==> config.mk <==
export PLATFORM = sky130hd
export DESIGN_NAME = irc_pulse_codec
export DESIGN_NICKNAME = d
export VERILOG_FILES = /design/src/irc_pkg.sv /design/src/irc_fifo_if.sv /design/src/irc_fifo.sv /design/src/irc_pulse_codec.sv
export SDC_FILE = /design/constraint.sdc
export NUM_CORES = 1
export LEC_CHECK = 0
export ABC_AREA = 1
export BUFFER_PORTS_ARGS = -buffer_cell sky130_fd_sc_hd__buf_2
export CAP_MARGIN = 20
export CORE_MARGIN = 8
export CORE_UTILIZATION = 53
export DETAILED_ROUTE_END_ITERATION = 6
export GPL_TIMING_DRIVEN = 0
export PLACE_DENSITY = 0.77
export SLEW_MARGIN = 20
export SYNTH_ARGS = -nofsm -noshare
export SYNTH_HDL_FRONTEND = slang
export SYNTH_HIERARCHICAL = 1
export SYNTH_SLANG_ARGS = --single-unit
==> constraint.sdc <==
create_clock -name CLK_SYS -period 3.2 [get_ports CLK_SYS]
set_input_delay 0 -clock CLK_SYS [delete_from_list [all_inputs] [get_ports CLK_SYS]]
set_output_delay 0 -clock CLK_SYS [all_outputs]
set_load 0.02 [all_outputs]
==> src/irc_pkg.sv <==
// constants and types for the infrared pulse codec
package irc_pkg;

    // ------------------------------------------------------------
    // register bus
    // ------------------------------------------------------------
    localparam int unsigned ADDR_W         = 8;
    localparam int unsigned DATA_W         = 32;
    localparam logic [7:0]  CTRL_OFS       = 8'h00;
    localparam logic [7:0]  STAT_OFS       = 8'h04;
    localparam logic [7:0]  TXD_OFS        = 8'h08;

    // ------------------------------------------------------------
    // control and status fields
    // ------------------------------------------------------------
    localparam int unsigned CTRL_W         = 7;
    localparam logic [6:0]  CTRL_RST       = 7'h00;
    localparam int unsigned CTRL_RATE_LSB  = 0;
    localparam int unsigned CTRL_CSEL_BIT  = 3;
    localparam int unsigned CTRL_FIXP_BIT  = 4;
    localparam int unsigned CTRL_SLEEP_BIT = 5;
    localparam int unsigned CTRL_TXSRC_BIT = 6;
    localparam int unsigned STAT_RX_BIT    = 0;
    localparam int unsigned STAT_TX_BIT    = 1;
    localparam int unsigned STAT_ENC_BIT   = 2;
    localparam int unsigned STAT_EMPTY_BIT = 3;
    localparam int unsigned STAT_FULL_BIT  = 4;

    // ------------------------------------------------------------
    // timing in 16x ticks and crystal cycles, frame length and fifo size
    // ------------------------------------------------------------
    localparam logic [3:0]  BIT_LAST       = 4'hf;
    localparam logic [3:0]  PULSE_ON       = 4'h7;
    localparam logic [3:0]  PULSE_OFF      = 4'ha;
    localparam logic [2:0]  MONO_CYCLES    = 3'h6;
    localparam logic [3:0]  FRAME_BITS     = 4'ha;
    localparam int unsigned FIFO_W         = 8;
    localparam int unsigned FIFO_D         = 8;

    // ------------------------------------------------------------
    // types and rate divisors
    // ------------------------------------------------------------
    typedef enum logic [2:0] {
        RATE_115200 = 3'b000,
        RATE_57600  = 3'b001,
        RATE_19200  = 3'b010,
        RATE_9600   = 3'b011,
        RATE_38400  = 3'b100,
        RATE_4800   = 3'b101,
        RATE_2400   = 3'b110,
        RATE_TEST   = 3'b111
    } irc_rate_t;

    typedef enum logic {
        ENC_IDLE = 1'b0,
        ENC_SEND = 1'b1
    } irc_enc_t;

    function automatic logic [6:0] irc_div(input irc_rate_t r);
        case (r)
            RATE_115200: irc_div = 7'h02;
            RATE_57600:  irc_div = 7'h04;
            RATE_19200:  irc_div = 7'h0c;
            RATE_9600:   irc_div = 7'h18;
            RATE_38400:  irc_div = 7'h06;
            RATE_4800:   irc_div = 7'h30;
            RATE_2400:   irc_div = 7'h60;
            default:     irc_div = 7'h01;
        endcase
    endfunction

endpackage

==> src/irc_fifo_if.sv <==
// valid/ready channel between the register slave, the fifo and the encoder
interface irc_fifo_if #(parameter int unsigned W = 8);
    logic         wr_valid;
    logic         wr_ready;
    logic [W-1:0] wr_data;
    logic         rd_valid;
    logic         rd_ready;
    logic [W-1:0] rd_data;
    logic         empty;
    logic         full;

    modport store (
        input  wr_valid, wr_data, rd_ready,
        output wr_ready, rd_valid, rd_data, empty, full
    );
    modport client (
        output wr_valid, wr_data, rd_ready,
        input  wr_ready, rd_valid, rd_data, empty, full
    );
endinterface

==> src/irc_fifo.sv <==
// synchronous fifo with valid/ready on both sides
module irc_fifo #(
    parameter int unsigned W = 8,
    parameter int unsigned D = 8
) (
    // clock and reset
    input wire logic clk,
    input wire logic rst_n,
    // channel
    irc_fifo_if.store ch
);
    localparam int unsigned AW = $clog2(D);

    logic [W-1:0]  mem_r [D];
    logic [AW-1:0] wp_r;
    logic [AW-1:0] rp_r;
    logic [AW:0]   cnt_r;
    logic          push;
    logic          pop;

    assign ch.full     = (cnt_r == (AW+1)'(D));
    assign ch.empty    = (cnt_r == '0);
    assign ch.wr_ready = !ch.full;
    assign ch.rd_valid = !ch.empty;
    assign ch.rd_data  = mem_r[rp_r];
    assign push        = ch.wr_valid && !ch.full;
    assign pop         = ch.rd_ready && !ch.empty;

    always_ff @(posedge clk) begin
        if (push) begin
            mem_r[wp_r] <= ch.wr_data;
        end
    end

    always_ff @(posedge clk or negedge rst_n) begin
        if (!rst_n) begin
            wp_r  <= '0;
            rp_r  <= '0;
            cnt_r <= '0;
        end else begin
            if (push) begin
                wp_r <= (wp_r == AW'(D-1)) ? '0 : wp_r + AW'(1);
            end
            if (pop) begin
                rp_r <= (rp_r == AW'(D-1)) ? '0 : rp_r + AW'(1);
            end
            cnt_r <= cnt_r + (AW+1)'(push) - (AW+1)'(pop);
        end
    end

endmodule // irc_fifo

==> src/irc_pulse_codec.sv <==
// infrared 3/16 pulse encoder and pulse-stretch decoder with apb control
module irc_pulse_codec (
    // clock and reset
    input  wire logic                        CLK_SYS,
    input  wire logic                        RSTN,
    // apb slave
    input  wire logic                        PSEL,
    input  wire logic                        PENABLE,
    input  wire logic                        PWRITE,
    input  wire logic [irc_pkg::ADDR_W-1:0]  PADDR,
    input  wire logic [irc_pkg::DATA_W-1:0]  PWDATA,
    output logic      [irc_pkg::DATA_W-1:0]  PRDATA,
    output logic                             PREADY,
    output logic                             PSLVERR,
    // uart side
    input  wire logic                        UART_TX_IN,
    output logic                             UART_RX_OUT,
    // optical side
    output logic                             OPTICAL_TX_OUT,
    input  wire logic                        OPTICAL_RX_IN_N,
    // clocking
    input  wire logic                        EXTERNAL_BIT_CLOCK_X16,
    output logic                             OSC_SLEEP_OUT
);
    import irc_pkg::*;

    // ------------------------------------------------------------
    // declarations
    // ------------------------------------------------------------
    logic [CTRL_W-1:0] ctrl_r;
    irc_rate_t         rate;
    logic              csel;
    logic              fixp;
    logic              osc_sleep;
    logic              tx_src_fifo;
    logic              osc_off;
    logic [6:0]        div_cnt_r;
    logic [6:0]        div_last;
    logic              tick_int;
    logic              ext_prev_r;
    logic              ext_rise;
    logic              tick16;
    logic              osc_sleep_r;
    logic [9:0]        frm_sh_r;
    logic [3:0]        frm_bits_r;
    logic [3:0]        frm_ph_r;
    logic              tx_bit;
    logic              tx_prev_r;
    irc_enc_t          enc_st_r;
    irc_enc_t          enc_st_nxt;
    logic [3:0]        ph_r;
    logic [3:0]        ph_nxt;
    logic              mod;
    logic              mod_d_r;
    logic [2:0]        mono_cnt_r;
    logic              mono;
    logic              tx_out_r;
    logic              rxn_prev_r;
    logic              rx_fall;
    logic              str_act_r;
    logic [3:0]        str_cnt_r;
    logic              rx_out_r;
    logic              setup;
    logic              access;
    logic              sel_ctrl;
    logic              sel_stat;
    logic              sel_txd;
    logic              mapped;
    logic [DATA_W-1:0] prdata_r;
    logic [DATA_W-1:0] rd_mux;

    irc_fifo_if #(.W(FIFO_W)) fifo_ch ();

    assign rate        = irc_rate_t'(ctrl_r[CTRL_RATE_LSB +: 3]);
    assign csel        = ctrl_r[CTRL_CSEL_BIT];
    assign fixp        = ctrl_r[CTRL_FIXP_BIT];
    assign osc_sleep   = ctrl_r[CTRL_SLEEP_BIT];
    assign tx_src_fifo = ctrl_r[CTRL_TXSRC_BIT];

    // ------------------------------------------------------------
    // apb slave
    // ------------------------------------------------------------
    assign setup    = PSEL && !PENABLE;
    assign access   = PSEL && PENABLE;
    assign sel_ctrl = (PADDR == CTRL_OFS);
    assign sel_stat = (PADDR == STAT_OFS);
    assign sel_txd  = (PADDR == TXD_OFS);
    assign mapped   = sel_ctrl || sel_stat || sel_txd;

    // writes to the tx data word wait while the fifo is full
    assign fifo_ch.wr_valid = access && PWRITE && sel_txd;
    assign fifo_ch.wr_data  = PWDATA[FIFO_W-1:0];
    assign PREADY           = !(fifo_ch.wr_valid && !fifo_ch.wr_ready);
    assign PSLVERR          = access && !mapped;
    assign PRDATA           = prdata_r;

    always_comb begin
        rd_mux = '0;
        if (sel_ctrl) begin
            rd_mux[CTRL_W-1:0] = ctrl_r;
        end else if (sel_stat) begin
            rd_mux[STAT_RX_BIT]    = rx_out_r;
            rd_mux[STAT_TX_BIT]    = tx_out_r;
            rd_mux[STAT_ENC_BIT]   = (enc_st_r == ENC_SEND);
            rd_mux[STAT_EMPTY_BIT] = fifo_ch.empty;
            rd_mux[STAT_FULL_BIT]  = fifo_ch.full;
        end
    end

    // read data captured in the setup cycle, held through the access
    always_ff @(posedge CLK_SYS or negedge RSTN) begin
        if (!RSTN) begin
            prdata_r <= '0;
        end else if (setup && !PWRITE) begin
            prdata_r <= rd_mux;
        end
    end

    always_ff @(posedge CLK_SYS or negedge RSTN) begin
        if (!RSTN) begin
            ctrl_r <= CTRL_RST;
        end else if (access && PWRITE && sel_ctrl) begin
            ctrl_r <= PWDATA[CTRL_W-1:0];
        end
    end

    // ------------------------------------------------------------
    // clock divider and tick source
    // ------------------------------------------------------------
    assign osc_off  = csel || osc_sleep;
    assign div_last = irc_div(rate) - 7'h01;
    assign tick_int = !osc_off && (div_cnt_r >= div_last);
    assign ext_rise = EXTERNAL_BIT_CLOCK_X16 && !ext_prev_r;
    assign tick16   = csel ? ext_rise : tick_int;

    always_ff @(posedge CLK_SYS or negedge RSTN) begin
        if (!RSTN) begin
            div_cnt_r <= '0;
        end else if (osc_off || div_cnt_r >= div_last) begin
            div_cnt_r <= '0;
        end else begin
            div_cnt_r <= div_cnt_r + 7'h01;
        end
    end

    always_ff @(posedge CLK_SYS or negedge RSTN) begin
        if (!RSTN) begin
            ext_prev_r  <= 1'b0;
            osc_sleep_r <= 1'b0;
        end else begin
            ext_prev_r  <= EXTERNAL_BIT_CLOCK_X16;
            osc_sleep_r <= osc_off;
        end
    end

    assign OSC_SLEEP_OUT = osc_sleep_r;

    // ------------------------------------------------------------
    // transmit source: pin or frames drained from the fifo
    // ------------------------------------------------------------
    assign fifo_ch.rd_ready = tx_src_fifo && (frm_bits_r == 4'h0) && tick16;
    assign tx_bit = !tx_src_fifo ? UART_TX_IN :
                    (frm_bits_r != 4'h0) ? frm_sh_r[0] : 1'b1;

    always_ff @(posedge CLK_SYS or negedge RSTN) begin
        if (!RSTN) begin
            frm_sh_r   <= '1;
            frm_bits_r <= '0;
            frm_ph_r   <= '0;
        end else if (fifo_ch.rd_ready && fifo_ch.rd_valid) begin
            frm_sh_r   <= {1'b1, fifo_ch.rd_data, 1'b0};
            frm_bits_r <= FRAME_BITS;
            frm_ph_r   <= '0;
        end else if (tick16 && frm_bits_r != 4'h0) begin
            frm_ph_r <= frm_ph_r + 4'h1;
            if (frm_ph_r == BIT_LAST) begin
                frm_sh_r   <= {1'b1, frm_sh_r[9:1]};
                frm_bits_r <= frm_bits_r - 4'h1;
            end
        end
    end

    // ------------------------------------------------------------
    // 3/16 encoder
    // ------------------------------------------------------------
    always_comb begin
        enc_st_nxt = enc_st_r;
        ph_nxt     = ph_r;
        if (tick16) begin
            case (enc_st_r)
                ENC_IDLE: begin
                    if (tx_prev_r && !tx_bit) begin
                        enc_st_nxt = ENC_SEND;
                        ph_nxt     = 4'h0;
                    end
                end
                ENC_SEND: begin
                    if (ph_r == BIT_LAST) begin
                        ph_nxt = 4'h0;
                        if (tx_bit) begin
                            enc_st_nxt = ENC_IDLE;
                        end
                    end else begin
                        ph_nxt = ph_r + 4'h1;
                    end
                end
                default: begin
                    enc_st_nxt = ENC_IDLE;
                    ph_nxt     = 4'h0;
                end
            endcase
        end
    end

    always_ff @(posedge CLK_SYS or negedge RSTN) begin
        if (!RSTN) begin
            enc_st_r  <= ENC_IDLE;
            ph_r      <= '0;
            tx_prev_r <= 1'b1;
        end else begin
            enc_st_r <= enc_st_nxt;
            ph_r     <= ph_nxt;
            if (tick16) begin
                tx_prev_r <= tx_bit;
            end
        end
    end

    // pulse centred in the bit: ticks 7, 8 and 9
    assign mod = (enc_st_r == ENC_SEND) && (ph_r >= PULSE_ON) && (ph_r < PULSE_OFF);

    // ------------------------------------------------------------
    // monoshot on the crystal clock
    // ------------------------------------------------------------
    always_ff @(posedge CLK_SYS or negedge RSTN) begin
        if (!RSTN) begin
            mod_d_r    <= 1'b0;
            mono_cnt_r <= '0;
        end else begin
            mod_d_r <= mod;
            if (mod && !mod_d_r) begin
                mono_cnt_r <= MONO_CYCLES;
            end else if (mono_cnt_r != 3'h0) begin
                mono_cnt_r <= mono_cnt_r - 3'h1;
            end
        end
    end

    assign mono = (mono_cnt_r != 3'h0);

    always_ff @(posedge CLK_SYS or negedge RSTN) begin
        if (!RSTN) begin
            tx_out_r <= 1'b0;
        end else begin
            tx_out_r <= fixp ? mono : mod;
        end
    end

    assign OPTICAL_TX_OUT = tx_out_r;

    // ------------------------------------------------------------
    // pulse-stretch decoder
    // ------------------------------------------------------------
    assign rx_fall = rxn_prev_r && !OPTICAL_RX_IN_N;

    always_ff @(posedge CLK_SYS or negedge RSTN) begin
        if (!RSTN) begin
            rxn_prev_r <= 1'b1;
            str_act_r  <= 1'b0;
            str_cnt_r  <= '0;
            rx_out_r   <= 1'b1;
        end else begin
            rxn_prev_r <= OPTICAL_RX_IN_N;
            if (rx_fall) begin
                str_act_r <= 1'b1;
                str_cnt_r <= 4'h0;
                rx_out_r  <= 1'b0;
            end else if (str_act_r && tick16) begin
                if (str_cnt_r == BIT_LAST) begin
                    str_act_r <= 1'b0;
                    rx_out_r  <= 1'b1;
                end else begin
                    str_cnt_r <= str_cnt_r + 4'h1;
                end
            end
        end
    end

    assign UART_RX_OUT = rx_out_r;

    // ------------------------------------------------------------
    // transmit fifo
    // ------------------------------------------------------------
    irc_fifo #(
        .W (FIFO_W),
        .D (FIFO_D)
    ) u_fifo (
        .clk   (CLK_SYS),
        .rst_n (RSTN),
        .ch    (fifo_ch.store)
    );
endmodule // irc_pulse_codec

==> results.txt <==
Reg power frac: 0.378
Clock Sink Count: 132
Switching power as a share of total power: 0.344
Startpoint type of the worst setup path: flop
Transition time at the pin with the least slew margin: 764 ps
Number of standard-cell rows in the floorplan: 41
Critical path's largest stage delay: 510 ps
Remaining number of nets flagged by the antenna check after routing: 0
Total power per unit cell area: 693 nW/µm²
Category of the critical setup timing path: reg -> reg
First-pass GRT wire length: 23700 µm
Crit path cell chain: nand2_2 > nor2_4 > inv_2 > ha_4 > nand2_2 > o21ai_2 > xor2_1 > o21ai_1 > ha_1 > nand2_1 > nand2_1 > a21oi_2 > nand2_2 > a21boi_4 > nor3_2 > nand2_1 > inv_4 > ha_4 > inv_2 > ha_4 > inv_2 > fa_2 > inv_2
Final setup fails: 2
Max-slew headroom: 0.488
Starting density of the core: 0.545
Filler instances: 977
Crit path arrival time: 3640 ps
Final antenna diode count: 0
Number of antenna violations at the first check in global routing: 0
Total via count in the routed design: 5232
Number of max-cap violations: 0
Xor and xnor fraction of the mapped netlist area: 0.0152
Compound-gate portion of the synthesized area: 0.0390
Cells after Synth: 772
Layout net count: 953
Highest fanout seen on the critical path: 4
Fin crit period: 3330 ps
Portion of synthesized cell area occupied by the leading cell type: 0.278
DR pass1 iterations: 5
Congestion Overflow GR: 0
TritonCTS clock tree: yes
Total Routing Usage GR: 0.179
Cell area after technology mapping: 6900 µm²
Post-Route Hold Slack: 35.7 ps
Share of synthesized registers carrying an async set or reset: 0.515
Die width: 130 µm
Class of the tightest hold or removal check: in -> reg
Setup repair after global routing missed its margin: true
Area growth from synthesis to layout: 20.1%
Violations in the final reports: negative setup slack
RD Place Congestion: 0.810
Die area: 16900 µm²
Wirelength per Cell: 13.7 µm
Adder-cell share of the synthesized area: 0.0536
Clk Tree Root Cell: sky130_fd_sc_hd__clkbuf_16
Count of synthesis-stage warnings from yosys: 6
Hpwl dp: 9860 µm
Mean post-synth cell area: 8.94 µm²
Outcome: finished, violations left
Number of buffer cells added on primary ports: 35
First DRT Iteration DRCs: 433
Synth Register Bits: 132
Slowest-stage cell, CP: sky130_fd_sc_hd__fa_2
Clock input transition at the sequential cells of the worst setup and hold paths: 60 ps
Number of buffers added by the clock tree synthesis step: 17
Most used flip-flop cell after synthesis: sky130_fd_sc_hd__edfxtp_1
Internal portion of total power: 3.77 mW
Switching Power: 1.98 mW
Drt via density: 4.93
Number of distinct library cells after synthesis: 43
Pins over their slew limit: 0
Clock latency on the worst-skew pair: 410 ps
Most frequent cells in the layout: sky130_fd_sc_hd__nand2_1, sky130_fd_sc_hd__inv_1, sky130_fd_sc_hd__nand3_1
Max Fclk: 300 MHz
Core footprint: 12700 µm²
Largest net degree at the start of global routing: 39
Endpoint class of the critical path: flop
Clk pwr share: 0.308
Deepest clock path buffer count: 2
Vertical die dimension: 130 µm
Combinational family with the most area after synthesis: simple AND/OR/NAND/NOR gates
Number of enable flip-flop cells after synthesis: 64
Sequential fraction of the synthesis area: 0.527
Final cycle utilization of the critical path: 1.04
Final hold violations: 0
Cell type contributing the most total cell area after synthesis: sky130_fd_sc_hd__edfxtp_1
Final worst slack: -129 ps
Worst reg2reg setup slack: -130 ps
Top cells by area, synth: sky130_fd_sc_hd__edfxtp_1, sky130_fd_sc_hd__dfrtp_1, sky130_fd_sc_hd__nand2_1
Via count of the first global-routing pass: 5095
VDD IR max: 0.000412 V
Total routed wirelength: 14500 µm
Leak: 4.14 nW
Overall power consumption: 5.75 mW
Combinational share of power: 0.314
Req. time, crit path: 3510 ps
Level count of the clock H-tree: 4
Proportion of layout cells with a drive suffix above 1: 0.206
Proportion of synthesized area in mux cells: 0
Top cell by count, worst path: sky130_fd_sc_hd__inv_2
Most common cell after layout, fill and taps aside: sky130_fd_sc_hd__nand2_1
Ports placed on the boundary: 85
Worst clock skew: 6.96 ps
Simple-gate area share of the yosys netlist: 0.238
# DRC: 0
-- timing repair --
action,CTS,global route
resized for setup,6,10
endpoints found under the setup margin,4,3
hold endpoints to repair,143,0
hold buffers,12,0
setup buffers,10,2
pin swaps,11,2
-- final timing paths --
check | start | endpoint | depth (start not counted)
min in group asynchronous | RSTN | str_cnt_r[0]$_DFFE_PN0P_ | 2
setup / recovery | ctrl_r[0]$_DFFE_PN0P_ | u_fifo/cnt_r[1]$_DFF_PN0_ | 23
max in group asynchronous | RSTN | tx_prev_r$_DFFE_PN1P_ | 3
setup reg to reg | ctrl_r[0]$_DFFE_PN0P_ | u_fifo/cnt_r[1]$_DFF_PN0_ | 23
hold / removal | PWRITE | ctrl_r[1]$_DFFE_PN0P_ | 4
hold reg to reg | PRDATA[2]$_DFFE_PN0P_ | PRDATA[2]$_DFFE_PN0P_ | 2
-- per-layer routing --
metal  wire (µm)  global-route usage  vias up
li1            -                   -     2624
met1        6340               0.219     2433
met2        7190               0.307      156
met3         827              0.0379       19
met4         188              0.0628        0
met5           0                   0        -
-- through the flow --
stage / instance area (µm²) / std cells / util / worst slack (ps) / setup TNS (ps)
3_5_place_dp: 7460 / 1005 / 0.589 / -431 / -983
6_report: 8290 / 1061 / 0.654 / -129 / -188
2_1_floorplan: 7030 / 796 / - / -46.5 / -46.5
5_1_grt: 8290 / 1061 / 0.654 / -339 / -684
4_1_cts: 8210 / 1059 / 0.648 / -148 / -226
3_3_place_gp: 7420 / 1003 / 0.586 / -378 / -832
-- cell type report --
class	instances	area (µm²)	share of cell area
Clock buffer	17	425	0.0513
Inverter	139	529	0.0638
Multi-Input combinational cell	482	2610	0.315
Timing Repair Buffer	61	413	0.0498
Buffer	43	345	0.0416
Clock inverter	15	118	0.0142
Sequential cell	132	3640	0.439
Tap cell	172	215	0.0260
-- logic make-up (layout without fill, tap and decap cells) --
kind of cell             count (synthesis)  in the layout
buffers and inverters                  182            275
AND/OR/NAND/NOR                        369            369
flip-flops                             132            132
AO/OA/AOI/OAI                           47             47
adder cells (fa/ha/maj)                 29             29
XOR/XNOR                                12             12
other                                    1             25
-- critical path: cells and delay by family, from the launching register on --
kind            cells  cell delay (ps)
fa+ha+maj           5             1310
simple gates        8              650
compound gates      4              470
flops               1              420
buf+inv             5              230
xor+xnor            1              130
-- cells in the mapped netlist, types with 7 or more instances --
cell type and instances:
sky130_fd_sc_hd__nand4_1 11, sky130_fd_sc_hd__edfxtp_1 64, sky130_fd_sc_hd__nor2_1 33, sky130_fd_sc_hd__ha_1 28, sky130_fd_sc_hd__buf_6 8, sky130_fd_sc_hd__xor2_1 10, sky130_fd_sc_hd__o21ai_0 17, sky130_fd_sc_hd__nand3_1 74
sky130_fd_sc_hd__nor3_1 14, sky130_fd_sc_hd__o22ai_1 7, sky130_fd_sc_hd__inv_1 133, sky130_fd_sc_hd__dfrtp_1 56, sky130_fd_sc_hd__buf_4 32, sky130_fd_sc_hd__nand2_1 216, sky130_fd_sc_hd__a21oi_1 14, sky130_fd_sc_hd__dfstp_2 12
-- power by group through the flow --
| stage | registers [mW] | clock network (mW) | logic [mW] |
|---|---|---|---|
| floorplan | 2.18 | 0 | 1.31 |
| global placement | 2.20 | 0 | 1.67 |
| detailed placement | 2.20 | 0 | 1.72 |
| CTS | 2.17 | 1.79 | 1.77 |
| global route | 2.20 | 1.86 | 2.02 |
| finish | 2.17 | 1.77 | 1.80 |
-- state kept, by name, indices dropped and copies added (netlist names), 4 cells and up --
register      cells
PRDATA            7
ctrl_r            7
div_cnt_r         7
frm_bits_r        4
frm_ph_r          4
frm_sh_r          9
ph_r              4
str_cnt_r         4
u_fifo/cnt_r      4
u_fifo/mem_r     64
Note: power is estimated with default switching activity, not from simulation.
